===== config.mk =====
export PLATFORM = sky130hd
export DESIGN_NAME = compact_timer
export DESIGN_NICKNAME = d
export VERILOG_FILES = /design/src/logic/ctm_pkg.sv /design/src/logic/compact_timer.sv
export VERILOG_INCLUDE_DIRS = /design/src /design/src/logic
export SDC_FILE = /design/constraint.sdc
export NUM_CORES = 1
export LEC_CHECK = 0
export BUFFER_PORTS_ARGS = -buffer_cell sky130_fd_sc_hd__clkbuf_2
export CAP_MARGIN = 20
export CORE_ASPECT_RATIO = 1.1
export CORE_MARGIN = 10
export CORE_UTILIZATION = 50
export CTS_CLUSTER_DIAMETER = 80
export DETAILED_ROUTE_END_ITERATION = 16
export GPL_TIMING_DRIVEN = 0
export PLACE_DENSITY = 0.74
export SETUP_SLACK_MARGIN = 0.1
export SYNTH_ARGS = -nofsm -noshare
export SYNTH_HDL_FRONTEND = slang
export SYNTH_SLANG_ARGS = --single-unit

===== constraint.sdc =====
create_clock -name clk -period 9.2 [get_ports clk]
set_clock_uncertainty 0.1 [all_clocks]
set_input_delay 0.46 -clock clk [delete_from_list [all_inputs] [get_ports clk]]
set_output_delay 0.46 -clock clk [all_outputs]
set_load 0.005 [all_outputs]

===== src/logic/ctm_params.svh =====
// Register offsets, field positions, reset values and timing counts of the compact timer
`ifndef CTM_PARAMS_SVH
`define CTM_PARAMS_SVH
`define CTM_OFF_CTRL0      4'h0
`define CTM_OFF_CTRL1      4'h1
`define CTM_OFF_CNT_LO     4'h2
`define CTM_OFF_CNT_HI     4'h3
`define CTM_OFF_MATCH_LO   4'h4
`define CTM_OFF_MATCH_HI   4'h5
`define CTM_OFF_FLAGS      4'h6
`define CTM_C0_PAUSE       7
`define CTM_C0_ENABLE      3
`define CTM_C1_SWAP        1
`define CTM_C1_CLRSEL      0
`define CTM_C1_POL         2
`define CTM_C1_INIT        3
`define CTM_FLG_MATCH      0
`define CTM_FLG_PERIOD     1
`define CTM_RST_BYTE       8'h00
`define CTM_CNT_MAX        10'h3FF
`define CTM_PERIOD_STEP    11'h080
`define CTM_PERIOD_ZERO    11'h400
`endif


===== src/logic/ctm_pkg.sv =====
// Types shared by the compact timer
package ctm_pkg;
  typedef enum logic [1:0] {
    CTM_MODE_COMPARE = 2'h0,
    CTM_MODE_UNDEF   = 2'h1,
    CTM_MODE_PWM     = 2'h2,
    CTM_MODE_TIMER   = 2'h3
  } ctm_mode_t;
  typedef enum logic [1:0] {
    CTM_BUS_IDLE,
    CTM_BUS_ANSWER
  } ctm_bus_t;
endpackage


===== src/logic/compact_timer.sv =====
// Compact 10-bit timer with compare, timer and PWM modes behind an Avalon-MM slave
// Notes on behaviour
// - Swap bit exchanges period and duty roles
// - Clear-select one clears on compare match
// - Clear-select zero clears on period match
// - PWM mode ignores clear-select
// - Counter readable as two read-only bytes
// - Compare value held in two writable bytes
// - Mode field picks compare, PWM, timer
// - Clear-select zero raises both match flags
// - Clear-select one never raises period flag outside PWM
// - Compare zero overflows without compare flag
// - Of the two matches, only compare match moves the pin
// - Pin action sets, clears, toggles, or holds
// - Enable rising loads pin initial level
// - Timer mode counts but leaves pin alone
// - PWM raises both flags on matches
// - PWM active level and forced levels
// - Polarity bit inverts the pin
// - Swap zero: period steps of 128
// - Duty at or above period holds active
// - Swap one: period is compare value
// - Forced levels keep PWM engine running
// - Enable rise zeroes, fall holds count
// - Period compares counter bits nine to seven
// - Pause freezes and resumes the count
// - Initial-level bit sets initial level or active level
//
// The Avalon-MM interface to the registers and the register offsets were chosen for this implementation.
`timescale 1ns/100ps
`include "ctm_params.svh"
module compact_timer
  import ctm_pkg::*;
(
  input  wire logic        clk,
  input  wire logic        reset_n,
  input  wire logic        clkEn,
  input  wire logic        cntTick,
  input  wire logic [3:0]  address,
  input  wire logic        read,
  input  wire logic        write,
  input  wire logic [31:0] writedata,
  input  wire logic [3:0]  byteenable,
  output logic [31:0]      readdata,
  output logic             waitrequest,
  output logic             timerOut,
  output logic             timerOutEn
);

  // Register map by word index
  //   0 control zero
  //     bit 7    pause, freezes the count
  //     bit 3    enable, rise zeroes count and loads pin
  //     bits 6:4 clock select, stored only
  //     bits 2:0 three-bit period value
  //   1 control one
  //     bits 7:6 mode: compare, undefined, PWM, timer
  //     bits 5:4 pin action
  //     bit 3    initial level or active level
  //     bit 2    output invert
  //     bit 1    period and duty swap
  //     bit 0    clear select
  //   2 count low byte, read only
  //   3 count bits 9:8, read only
  //   4 match value low byte
  //   5 match value bits 9:8
  //   6 flags: bit 0 compare, bit 1 period, write one clears
  // Hazard: mode, pin action and swap should change only while disabled

  // Register state
  logic [7:0]  ctrl0_ff, nxt_ctrl0;
  logic [7:0]  ctrl1_ff, nxt_ctrl1;
  logic [9:0]  match_ff, nxt_match;
  logic [9:0]  count_ff, nxt_count;
  logic [1:0]  flags_ff, nxt_flags;
  logic        enPrev_ff, nxt_enPrev;
  logic        pinRaw_ff, nxt_pinRaw;
  logic        timerOut_ff, nxt_timerOut;
  logic        timerOutEn_ff, nxt_timerOutEn;
  logic [31:0] readdata_ff, nxt_readdata;
  logic        wait_ff, nxt_wait;
  ctm_bus_t    bus_ff, nxt_bus;
  logic        tickS1_ff, tickS2_ff;

  // Decoded controls
  ctm_mode_t   mode;
  logic        enable, pause, swap, clrSel, invert, initLvl;
  logic [1:0]  pinAct;
  logic [2:0]  period3;
  logic        matchA, matchP, overflow, clearCnt, enRise, counting;
  logic [10:0] pwmPeriod, pwmDuty, p3Counts;
  logic        pwmActive, accept;
  logic [9:0]  nextCount;
  logic [1:0]  flagSet;
  logic        flagWrite;

  assign mode    = ctm_mode_t'(ctrl1_ff[7:6]);
  assign pinAct  = ctrl1_ff[5:4];
  assign initLvl = ctrl1_ff[`CTM_C1_INIT];
  assign invert  = ctrl1_ff[`CTM_C1_POL];
  assign swap    = ctrl1_ff[`CTM_C1_SWAP];
  assign clrSel  = ctrl1_ff[`CTM_C1_CLRSEL];
  assign enable  = ctrl0_ff[`CTM_C0_ENABLE];
  assign pause   = ctrl0_ff[`CTM_C0_PAUSE];
  assign period3 = ctrl0_ff[2:0];

  // Counts of a 3-bit period value, zero meaning the full range
  function automatic logic [10:0] ctm_p3_counts(input logic [2:0] p);
    ctm_p3_counts = (p == 3'h0) ? `CTM_PERIOD_ZERO : {1'b0, p, 7'h00};
  endfunction

  // Register decode for the write path and flag clear; reads decode with their own case
  function automatic logic ctm_hit(input logic [3:0] a, input logic [3:0] off);
    ctm_hit = (a == off);
  endfunction

  // Two-flop synchroniser for the external count tick
  always_ff @(posedge clk) begin
    if (!reset_n) begin
      tickS1_ff <= 1'b0;
      tickS2_ff <= 1'b0;
    end else if (clkEn) begin
      tickS1_ff <= cntTick;
      tickS2_ff <= tickS1_ff;
    end
  end

  // Comparators and clear selection
  always_comb begin
    p3Counts  = ctm_p3_counts(period3);
    counting  = enable && !pause && tickS2_ff;
    enRise    = enable && !enPrev_ff;
    nextCount = count_ff + 10'h001;
    // Matches look one count ahead, so a clear gives exact periods
    matchP    = counting && (period3 != 3'h0) && (nextCount[9:7] == period3) && (nextCount[6:0] == 7'h00);
    matchA    = counting && (match_ff != 10'h000) && (nextCount == match_ff);
    overflow  = counting && (count_ff == `CTM_CNT_MAX);
    if (mode == CTM_MODE_PWM) begin
      // Swap picks which comparator ends the period
      clearCnt = swap ? matchA : (matchP || (period3 == 3'h0 && overflow));
      pwmPeriod = swap ? {1'b0, match_ff} : p3Counts;
      pwmDuty   = swap ? p3Counts : {1'b0, match_ff};
    end else begin
      clearCnt = clrSel ? (matchA || overflow) : (matchP || (period3 == 3'h0 && overflow));
      pwmPeriod = p3Counts;
      pwmDuty   = {1'b0, match_ff};
    end
    // Active from clear until duty reached, always when duty covers period
    pwmActive = (pwmDuty >= pwmPeriod) || ({1'b0, count_ff} < pwmDuty);
  end

  // Counter and flag set terms
  always_comb begin
    nxt_count  = count_ff;
    nxt_enPrev = enable;
    flagSet    = 2'h0;
    if (enRise) begin
      nxt_count = 10'h000;
    end else if (counting) begin
      nxt_count = clearCnt ? 10'h000 : nextCount;
    end
    // Compare flag from comparator A in every mode
    if (matchA) begin
      flagSet[`CTM_FLG_MATCH] = 1'b1;
    end
    // Period flag suppressed when compare match clears outside PWM
    if (matchP && (mode == CTM_MODE_PWM || !clrSel)) begin
      flagSet[`CTM_FLG_PERIOD] = 1'b1;
    end
    nxt_flags = flags_ff | flagSet;
  end

  // Output pin level and drive enable
  always_comb begin
    nxt_pinRaw     = pinRaw_ff;
    nxt_timerOut   = timerOut_ff;
    nxt_timerOutEn = (mode == CTM_MODE_COMPARE) || (mode == CTM_MODE_PWM);
    if (enRise) begin
      nxt_pinRaw = initLvl;
    end
    if (mode == CTM_MODE_COMPARE && matchA && !enRise) begin
      case (pinAct)
        2'h1:    nxt_pinRaw = 1'b0;
        2'h2:    nxt_pinRaw = 1'b1;
        2'h3:    nxt_pinRaw = !pinRaw_ff;
        default: nxt_pinRaw = pinRaw_ff;
      endcase
    end
    case (mode)
      CTM_MODE_COMPARE: nxt_timerOut = nxt_pinRaw ^ invert;
      CTM_MODE_PWM: begin
        case (pinAct)
          2'h0:    nxt_timerOut = !initLvl ^ invert;
          2'h1:    nxt_timerOut = initLvl ^ invert;
          2'h2:    nxt_timerOut = (pwmActive ? initLvl : !initLvl) ^ invert;
          default: nxt_timerOut = timerOut_ff;
        endcase
      end
      default: nxt_timerOut = 1'b0;
    endcase
  end

  // Avalon-MM slave: one wait cycle, then answer
  always_comb begin
    nxt_ctrl0    = ctrl0_ff;
    nxt_ctrl1    = ctrl1_ff;
    nxt_match    = match_ff;
    nxt_readdata = readdata_ff;
    nxt_bus      = bus_ff;
    nxt_wait     = 1'b1;
    accept       = 1'b0;
    case (bus_ff)
      CTM_BUS_IDLE: begin
        if (read || write) begin
          nxt_bus  = CTM_BUS_ANSWER;
          nxt_wait = 1'b0;
        end
      end
      CTM_BUS_ANSWER: begin
        accept  = 1'b1;
        nxt_bus = CTM_BUS_IDLE;
      end
      default: nxt_bus = CTM_BUS_IDLE;
    endcase
    if (accept && write && byteenable[0]) begin
      if (ctm_hit(address, `CTM_OFF_CTRL0)) nxt_ctrl0 = writedata[7:0];
      if (ctm_hit(address, `CTM_OFF_CTRL1)) nxt_ctrl1 = writedata[7:0];
      if (ctm_hit(address, `CTM_OFF_MATCH_LO)) nxt_match[7:0] = writedata[7:0];
      if (ctm_hit(address, `CTM_OFF_MATCH_HI)) nxt_match[9:8] = writedata[1:0];
    end
    if (!accept && bus_ff == CTM_BUS_IDLE && (read || write)) begin
      nxt_readdata = 32'h0000_0000;
      if (read) begin
        // Unmapped words and unused upper bits read as zero
        case (address)
          `CTM_OFF_CTRL0:    nxt_readdata[7:0] = ctrl0_ff;
          `CTM_OFF_CTRL1:    nxt_readdata[7:0] = ctrl1_ff;
          `CTM_OFF_CNT_LO:   nxt_readdata[7:0] = count_ff[7:0];
          `CTM_OFF_CNT_HI:   nxt_readdata[1:0] = count_ff[9:8];
          `CTM_OFF_MATCH_LO: nxt_readdata[7:0] = match_ff[7:0];
          `CTM_OFF_MATCH_HI: nxt_readdata[1:0] = match_ff[9:8];
          `CTM_OFF_FLAGS:    nxt_readdata[1:0] = flags_ff;
          default:           nxt_readdata = 32'h0000_0000;
        endcase
      end
    end
  end

  // Flag clear by writing one; a hardware set in the same cycle wins
  logic [1:0] flagsOut;
  assign flagWrite = accept && write && byteenable[0] && ctm_hit(address, `CTM_OFF_FLAGS);
  for (genvar f = 0; f < 2; f++) begin : gFlag
    // Clear only a bit that is not being set now
    assign flagsOut[f] = (flagWrite && writedata[f] && !flagSet[f]) ? 1'b0 : nxt_flags[f];
  end

  // Control and match registers
  always_ff @(posedge clk) begin
    if (!reset_n) begin
      ctrl0_ff <= `CTM_RST_BYTE;
      ctrl1_ff <= `CTM_RST_BYTE;
      match_ff <= 10'h000;
    end else if (clkEn) begin
      ctrl0_ff <= nxt_ctrl0;
      ctrl1_ff <= nxt_ctrl1;
      match_ff <= nxt_match;
    end
  end

  // Counter, flags and enable history
  always_ff @(posedge clk) begin
    if (!reset_n) begin
      count_ff  <= 10'h000;
      flags_ff  <= 2'h0;
      enPrev_ff <= 1'b0;
    end else if (clkEn) begin
      count_ff  <= nxt_count;
      flags_ff  <= flagsOut;
      enPrev_ff <= nxt_enPrev;
    end
  end

  // Pin registers
  always_ff @(posedge clk) begin
    if (!reset_n) begin
      pinRaw_ff     <= 1'b0;
      timerOut_ff   <= 1'b0;
      timerOutEn_ff <= 1'b0;
    end else if (clkEn) begin
      pinRaw_ff     <= nxt_pinRaw;
      timerOut_ff   <= nxt_timerOut;
      timerOutEn_ff <= nxt_timerOutEn;
    end
  end

  // Bus registers
  always_ff @(posedge clk) begin
    if (!reset_n) begin
      readdata_ff <= 32'h0000_0000;
      wait_ff     <= 1'b1;
      bus_ff      <= CTM_BUS_IDLE;
    end else if (clkEn) begin
      readdata_ff <= nxt_readdata;
      wait_ff     <= nxt_wait;
      bus_ff      <= nxt_bus;
    end
  end

  assign readdata    = readdata_ff;
  assign waitrequest = wait_ff;
  assign timerOut    = timerOut_ff;
  assign timerOutEn  = timerOutEn_ff;

endmodule // compact_timer


==> results_dict.tcl, run 1 <==
set metrics [dict create \
    rsz0062_at_grt "false" \
    area_growth_pct 10.81 \
    clkSlewWorstSetupHoldPaths_ns 0.11 \
    slew_viol_final 0 \
    ys_types 72 \
    cts_hold_buf 0 \
    place_congestion 0.9362 \
    die_y_um 116.9 \
    yosysTopAreaCell "dfxtp_1" \
    drt_first_pass_iters 4 \
    crit_type "reg2reg" \
    synth_warnings 0 \
    grt_use_total 0.1911 \
    max_freq_mhz 245.4 \
    ys.flop_type "dfxtp_1" \
    grt_max_degree 20 \
    tightestPinTransition_ns 0.8888 \
    core_area_mm2 0.008364 \
    dp_hpwl_um 9520 \
    root_buffer "clkbuf_8" \
    drc 0 \
    nets 644 \
    cts_resized 0 \
    path_max_fanout 10 \
    h-tree-depth 2 \
    tns_ns 0 \
    synthXorXnorAreaFrac 0.04424 \
    worst-path-buf-inv 3 \
    finalSetupViolCount 0 \
    ant_nets 0 \
    grt_pass1_wl_um 19540 \
    grt_pass1_vias 3855 \
    clk_path_buf_depth 2 \
    synthSimpleGateAreaFrac 0.2775 \
    power_density_mw_per_mm2 88.80 \
    diodes 0 \
    insertion_delay_ns 0.32 \
    synth_top_area_share 0.2531 \
    worst_setup_path_end_kind "flop" \
    synth_top_cells_by_area "dfxtp_1, mux2i_1, nor2b_1" \
    io_buffers 28 \
    crit_arrival_ns 4.19 \
    synth_compound_area_frac 0.1553 \
    ir_drop_mv 0.08994 \
    synth-seq-area-share 0.2531 \
    io-pin-count 81 \
    critPathLaunchType "flop" \
    initialDrtViolationCount 227 \
    status "completed" \
    avgSynthCellArea_um2 8.181 \
    synth_top_family_by_area "simple AND/OR/NAND/NOR gates" \
    mappedNetlistArea_mm2 0.004270 \
    maxCapViolations 0 \
    netlist_instances 522 \
    vias 3930 \
    num_rows 35 \
    grt_remaining_overflow 0 \
    avgRoutedWirePerCell_um 17.40 \
    crit_chain "buf_2, nand3b_1, clkbuf_1, and2_1, inv_1, ha_1, nor2_1, a211oi_1, a221oi_1, o32a_1, nor4_1, mux2i_1, o22ai_1, a211o_1" \
    die_area_mm2 0.01264 \
    ys_seq_elements 54 \
    hold_viol 0 \
    crit_family "simple AND/OR/NAND/NOR gates" \
    timing.slew.headroom 0.4042 \
    cts_setup_buffers 0 \
    cts-buffers-inserted 5 \
    synth_edf_count 0 \
    wirelength_um 12040 \
    critPathMaxStageDelay_ns 0.61 \
    fin_crit_ns 4.075 \
    whs_ns 0.2993 \
    p_leak_nw 1.962 \
    synthArstFlopShare 0 \
    die_w_um 108.1 \
    antenna_found_initial 0 \
    routed_via_density 5.679 \
    hp-class "in2reg" \
    start_util 0.5105 \
    synth_fa_ha_area_frac 0.05274 \
    layout-drive-gt1-share 0.1532 \
    fin_crit_sh 0.4429 \
    clock-sinks 54 \
    tritoncts "built" \
    cp_data_required_time_ns 9.32 \
    slowest_stage "nor4_1" \
    muxShareOfSynthArea 0.1184 \
]
-- cells in the mapped netlist (4+ instances only) --
master / instances
dfxtp_1: 54
mux2i_1: 46
nor2b_1: 43
nand2_1: 40
nor2_1: 29
a21oi_1: 28
buf_4: 27
clkbuf_1: 20
o21ai_0: 19
ha_1: 18
nand2b_1: 15
and2_1: 12
nand3_1: 11
xnor2_1: 11
a31oi_1: 10
buf_2: 10
nand4_1: 10
inv_1: 9
nor3_1: 9
xor2_1: 8
o21ai_1: 6
a21boi_0: 4
and3_1: 4
buf_6: 4
nand3b_1: 4
nor4_1: 4
-- metal layers --
layer  GRT usage  routed length (µm)  up-vias
met4     0.07843                 439        0
met1      0.2240                4896     1813
met5           0                   0        -
li1            -                   -     1928
met2      0.3394                5956      154
met3     0.02793                 750       35
-- sequential cells by signal, summed over array words and instances, names as in the netlist --
name / cells
timerOutEn: 1
pinRaw_ff: 1
waitrequest: 1
ctrl0_ff: 8
readdata: 8
match_ff: 10
count_ff: 10
tickS1_ff: 1
ctrl1_ff: 8
enPrev_ff: 1
flags_ff: 2
tickS2_ff: 1
bus_ff: 1
timerOut: 1
-- area by class of cell --
cell class / count / area, µm²
clock inverter: 3 / 27.53
tap: 111 / 138.9
sequential: 54 / 1081
timing repair buffer: 28 / 140.1
fill: 776 / 3632
inverter: 10 / 37.54
buffer: 63 / 380.4
multi-input combinational: 418 / 2858
clock buffer: 5 / 68.82
-- worst min-delay path: cells and delay by family --
family	cells	cell delay, ns
and+or+nand+nor	1	0.10
buffers and inverters	1	0.08
muxes	1	0.05
-- cell families after synthesis --
family / Yosys count
XOR/XNOR: 20
buffers and inverters: 73
other: 1
multiplexers: 49
AND/OR/NAND/NOR: 206
AO/OA/AOI/OAI: 101
flip-flops: 54
adder cells (fa/ha/maj): 18
-- cell usage in the layout (no fill, tap or decap), types with 9 or more instances in the layout --
cell and n:
a31oi_1 10, nand4_1 10, mux2i_1 46, nor3_1 9
clkbuf_1 20, ha_1 18, nor2b_1 43, inv_1 9
clkbuf_2 28, xnor2_1 11, o21ai_0 19, nand2_1 40
dfxtp_1 54, a21oi_1 28, nor2_1 29, buf_2 10
nand2b_1 15, conb_1 24, and2_1 12, nand3_1 11
buf_4 27
-- final timing paths --
kind                       to   startpoint  slack, ns  depth (start not counted)
setup / recovery     timerOut  ctrl1_ff[6]       5.13                         14
hold / removal      tickS1_ff      cntTick       0.30                          3
setup reg to reg     timerOut  ctrl1_ff[6]       5.13                         14
hold reg to reg   waitrequest  waitrequest       0.39                          2
-- where the power goes --
part | internal [mW] | leakage [nW] | switching [mW]
combinational | 0.0173 | 1.48 | 0.0210
sequential | 0.235 | 0.436 | 0.000983
clock | 0.0567 | 0.0467 | 0.0892
total | 0.309 | 1.96 | 0.111
-- through the flow --
step | utilization | cell area [µm²] | setup slack [ns] | cells | power [mW]
after floorplan | - | 4357 | 6.069 | 545 | 0.2671
after global placement | 0.5542 | 4636 | 5.181 | 684 | 0.2784
after detailed placement | 0.5542 | 4636 | 5.160 | 684 | 0.2787
after CTS | 0.5657 | 4732 | 5.131 | 692 | 0.4220
after global routing | 0.5657 | 4732 | 4.873 | 692 | 0.4354
final | 0.5657 | 4732 | 5.125 | 692 | 0.4202
No activity file was read; power rests on OpenSTA's default activity.
==> inputs of run 2 (changes only) <==
--- a/config.mk
+++ b/config.mk
@@ -14,7 +14,7 @@
 export CTS_CLUSTER_DIAMETER = 80
 export DETAILED_ROUTE_END_ITERATION = 16
 export GPL_TIMING_DRIVEN = 0
-export PLACE_DENSITY = 0.74
+export PLACE_DENSITY = 0.77
 export SETUP_SLACK_MARGIN = 0.1
 export SYNTH_ARGS = -nofsm -noshare
 export SYNTH_HDL_FRONTEND = slang
==> constraint.sdc (replaced) <==
create_clock -name clk -period 3.7 [get_ports clk]
set_clock_uncertainty 0.1 [all_clocks]
set_input_delay 0.185 -clock clk [delete_from_list [all_inputs] [get_ports clk]]
set_output_delay 0.185 -clock clk [all_outputs]
set_load 0.005 [all_outputs]
==> run 2 against run 1 <==
Compared with the run above:
- global-route usage increased by 0.058 points
- non-clock buffer count increased by 1
- utilization increased by 0.55 points
- count of clock-buffer cells in the layout unchanged
- via count increased by 0.87%
- cell count increased by 0.14%
- first-iteration DRC count decreased by 18%
- fmax increased by 20%
- critical path depth unchanged
==> results_dict.tcl, run 2 (same netlist as run 1, synthesis figures left out) <==
set metrics [dict create \
    status "completed" \
    nets 645 \
    grt_pass1_vias 3951 \
    tightestPinTransition_ns 0.8325 \
    ir_drop_mv 0.2329 \
    p_sw_mw 0.2786 \
    io_buffers 28 \
    grt_remaining_overflow 0 \
    critPathLaunchType "flop" \
    rsz0062_at_grt "false" \
    grt_max_degree 20 \
    root_buffer "clkbuf_8" \
    largestRegisters "count_ff (10), match_ff (10)" \
    p_leak_nw 1.981 \
    grt_use_total 0.1917 \
    initialDrtViolationCount 187 \
    p_seq_frac 0.560 \
    core_area_mm2 0.008364 \
    insertion_delay_ns 0.32 \
    cp_data_required_time_ns 3.82 \
    p_int_mw 0.7700 \
    switching_share 0.2657 \
    avgRoutedWirePerCell_um 17.55 \
    layout_common_cells "dfxtp_1, mux2i_1, nor2b_1" \
    tns_ns 0 \
    tritoncts "built" \
    drt_first_pass_iters 4 \
    layout-drive-gt1-share 0.1667 \
    clk_path_buf_depth 2 \
    dp_hpwl_um 9642 \
    hold_viol 0 \
    combPwrFrac 0.092 \
    antenna_found_initial 0 \
    diodes 0 \
    place_congestion 0.9460 \
    hp-class "in2reg" \
    cts-buffers-inserted 5 \
    crit_type "reg2reg" \
    clockPowerShare 0.348 \
    wirelength_um 12160 \
    final_common_cell "dfxtp_1" \
    power_density_mw_per_mm2 219.5 \
    routed_via_density 5.720 \
    h-tree-depth 2 \
    timing.final.ws_setup_ns 0.2930 \
    max_freq_mhz 293.5 \
    timing.slew.headroom 0.4420 \
    finalSetupViolCount 0 \
    worst_setup_path_end_kind "flop" \
    crit_arrival_ns 3.52 \
    fill_cells 789 \
    die_y_um 116.9 \
    die_area_mm2 0.01264 \
    ant_nets 0 \
    area_growth_pct 11.90 \
    grt_pass1_wl_um 19720 \
    io-pin-count 81 \
    clkSlewWorstSetupHoldPaths_ns 0.11 \
    clock-sinks 54 \
    place_ws_ns -0.3915 \
    fin_crit_sh 0.9208 \
    maxCapViolations 0 \
    die_w_um 108.1 \
    fin_crit_ns 3.407 \
    vias 3964 \
    num_rows 35 \
    slew_viol_final 0 \
    start_util 0.5105 \
    drc 0 \
    path_max_fanout 10 \
]
==> run 2: cell types whose count changed in the layout (fill, tap and decap cells not counted), sizes merged <==
cell,before,now
clkinvlp,1,0
clkinv,0,1
clkbuf,53,52
buf,43,45
==> run 2: worst paths after layout <==
| kind | end | slack [ns] | startpoint | cells past startpoint |
|---|---|---|---|---|
| max | timerOut | 0.29 | ctrl1_ff[6] | 14 |
| min | ctrl1_ff[2] | 0.05 | writedata[2] | 3 |
| min reg2reg | readdata[1] | 0.38 | readdata[1] | 2 |
| max reg2reg | timerOut | 0.29 | ctrl1_ff[6] | 14 |
==> run 2: final cells by class <==
| type | instances | area [µm²] | area share |
|---|---|---|---|
| Sequential cell | 54 | 1081 | 0.2262 |
| Buffer | 63 | 382.9 | 0.08013 |
| Clock buffer | 5 | 68.82 | 0.01440 |
| Inverter | 10 | 37.54 | 0.007855 |
| Tap cell | 111 | 138.9 | 0.02907 |
| Clock inverter | 3 | 28.78 | 0.006023 |
| Timing Repair Buffer | 29 | 147.6 | 0.03090 |
| Multi-Input combinational cell | 418 | 2893 | 0.6054 |
==> run 2: power groups by stage <==
stage / Combinational [mW] / Sequential, mW / Clock (mW)
CTS: 0.0932 / 0.587 / 0.367
global route: 0.106 / 0.588 / 0.389
detailed placement: 0.0926 / 0.601 / 0
floorplan: 0.0643 / 0.600 / 0
global placement: 0.0912 / 0.600 / 0
finish: 0.0962 / 0.587 / 0.365
==> run 2: layer usage <==
layer,GRT usage,wire length [µm]
met5,0,0
met4,0.08200,416
met3,0.02903,661
met2,0.3390,6087
met1,0.2240,4996
==> run 2: stage by stage <==
| stage | instances | cell area [µm²] | hold WS, ns | power (mW) | utilization |
|---|---|---|---|---|---|
| 2_1_floorplan | 545 | 4357 | 0.2512 | 0.6641 | - |
| 3_3_place_gp | 684 | 4636 | 0.3516 | 0.6914 | 0.5542 |
| 3_5_place_dp | 684 | 4636 | 0.3690 | 0.6932 | 0.5542 |
| 4_1_cts | 693 | 4757 | 0.05241 | 1.047 | 0.5687 |
| 5_1_grt | 693 | 4778 | 0.06745 | 1.084 | 0.5713 |
| 6_report | 693 | 4778 | 0.05149 | 1.049 | 0.5713 |
==> run 2: critical path, cell delays in order (launching register included) <==
cell	delay (ns)
dfxtp_1	0.36
buf_2	0.22
nand3b_1	0.17
buf_2	0.24
and2_1	0.19
inv_1	0.05
ha_1	0.27
nor2_1	0.05
a211oi_2	0.23
a221oi_1	0.15
o32a_1	0.34
nor4_4	0.29
mux2i_2	0.32
o22ai_1	0.10
a211o_1	0.23
==> run 2: repair_timing <==
| action | 4_1_cts | 5_1_grt |
|---|---|---|
| setup endpoints to repair | 1 | 1 |
| resized for setup | 3 | 7 |
| buffers inserted | 1 | 0 |
| hold buffers | 0 | 0 |
| pin swaps | 0 | 1 |
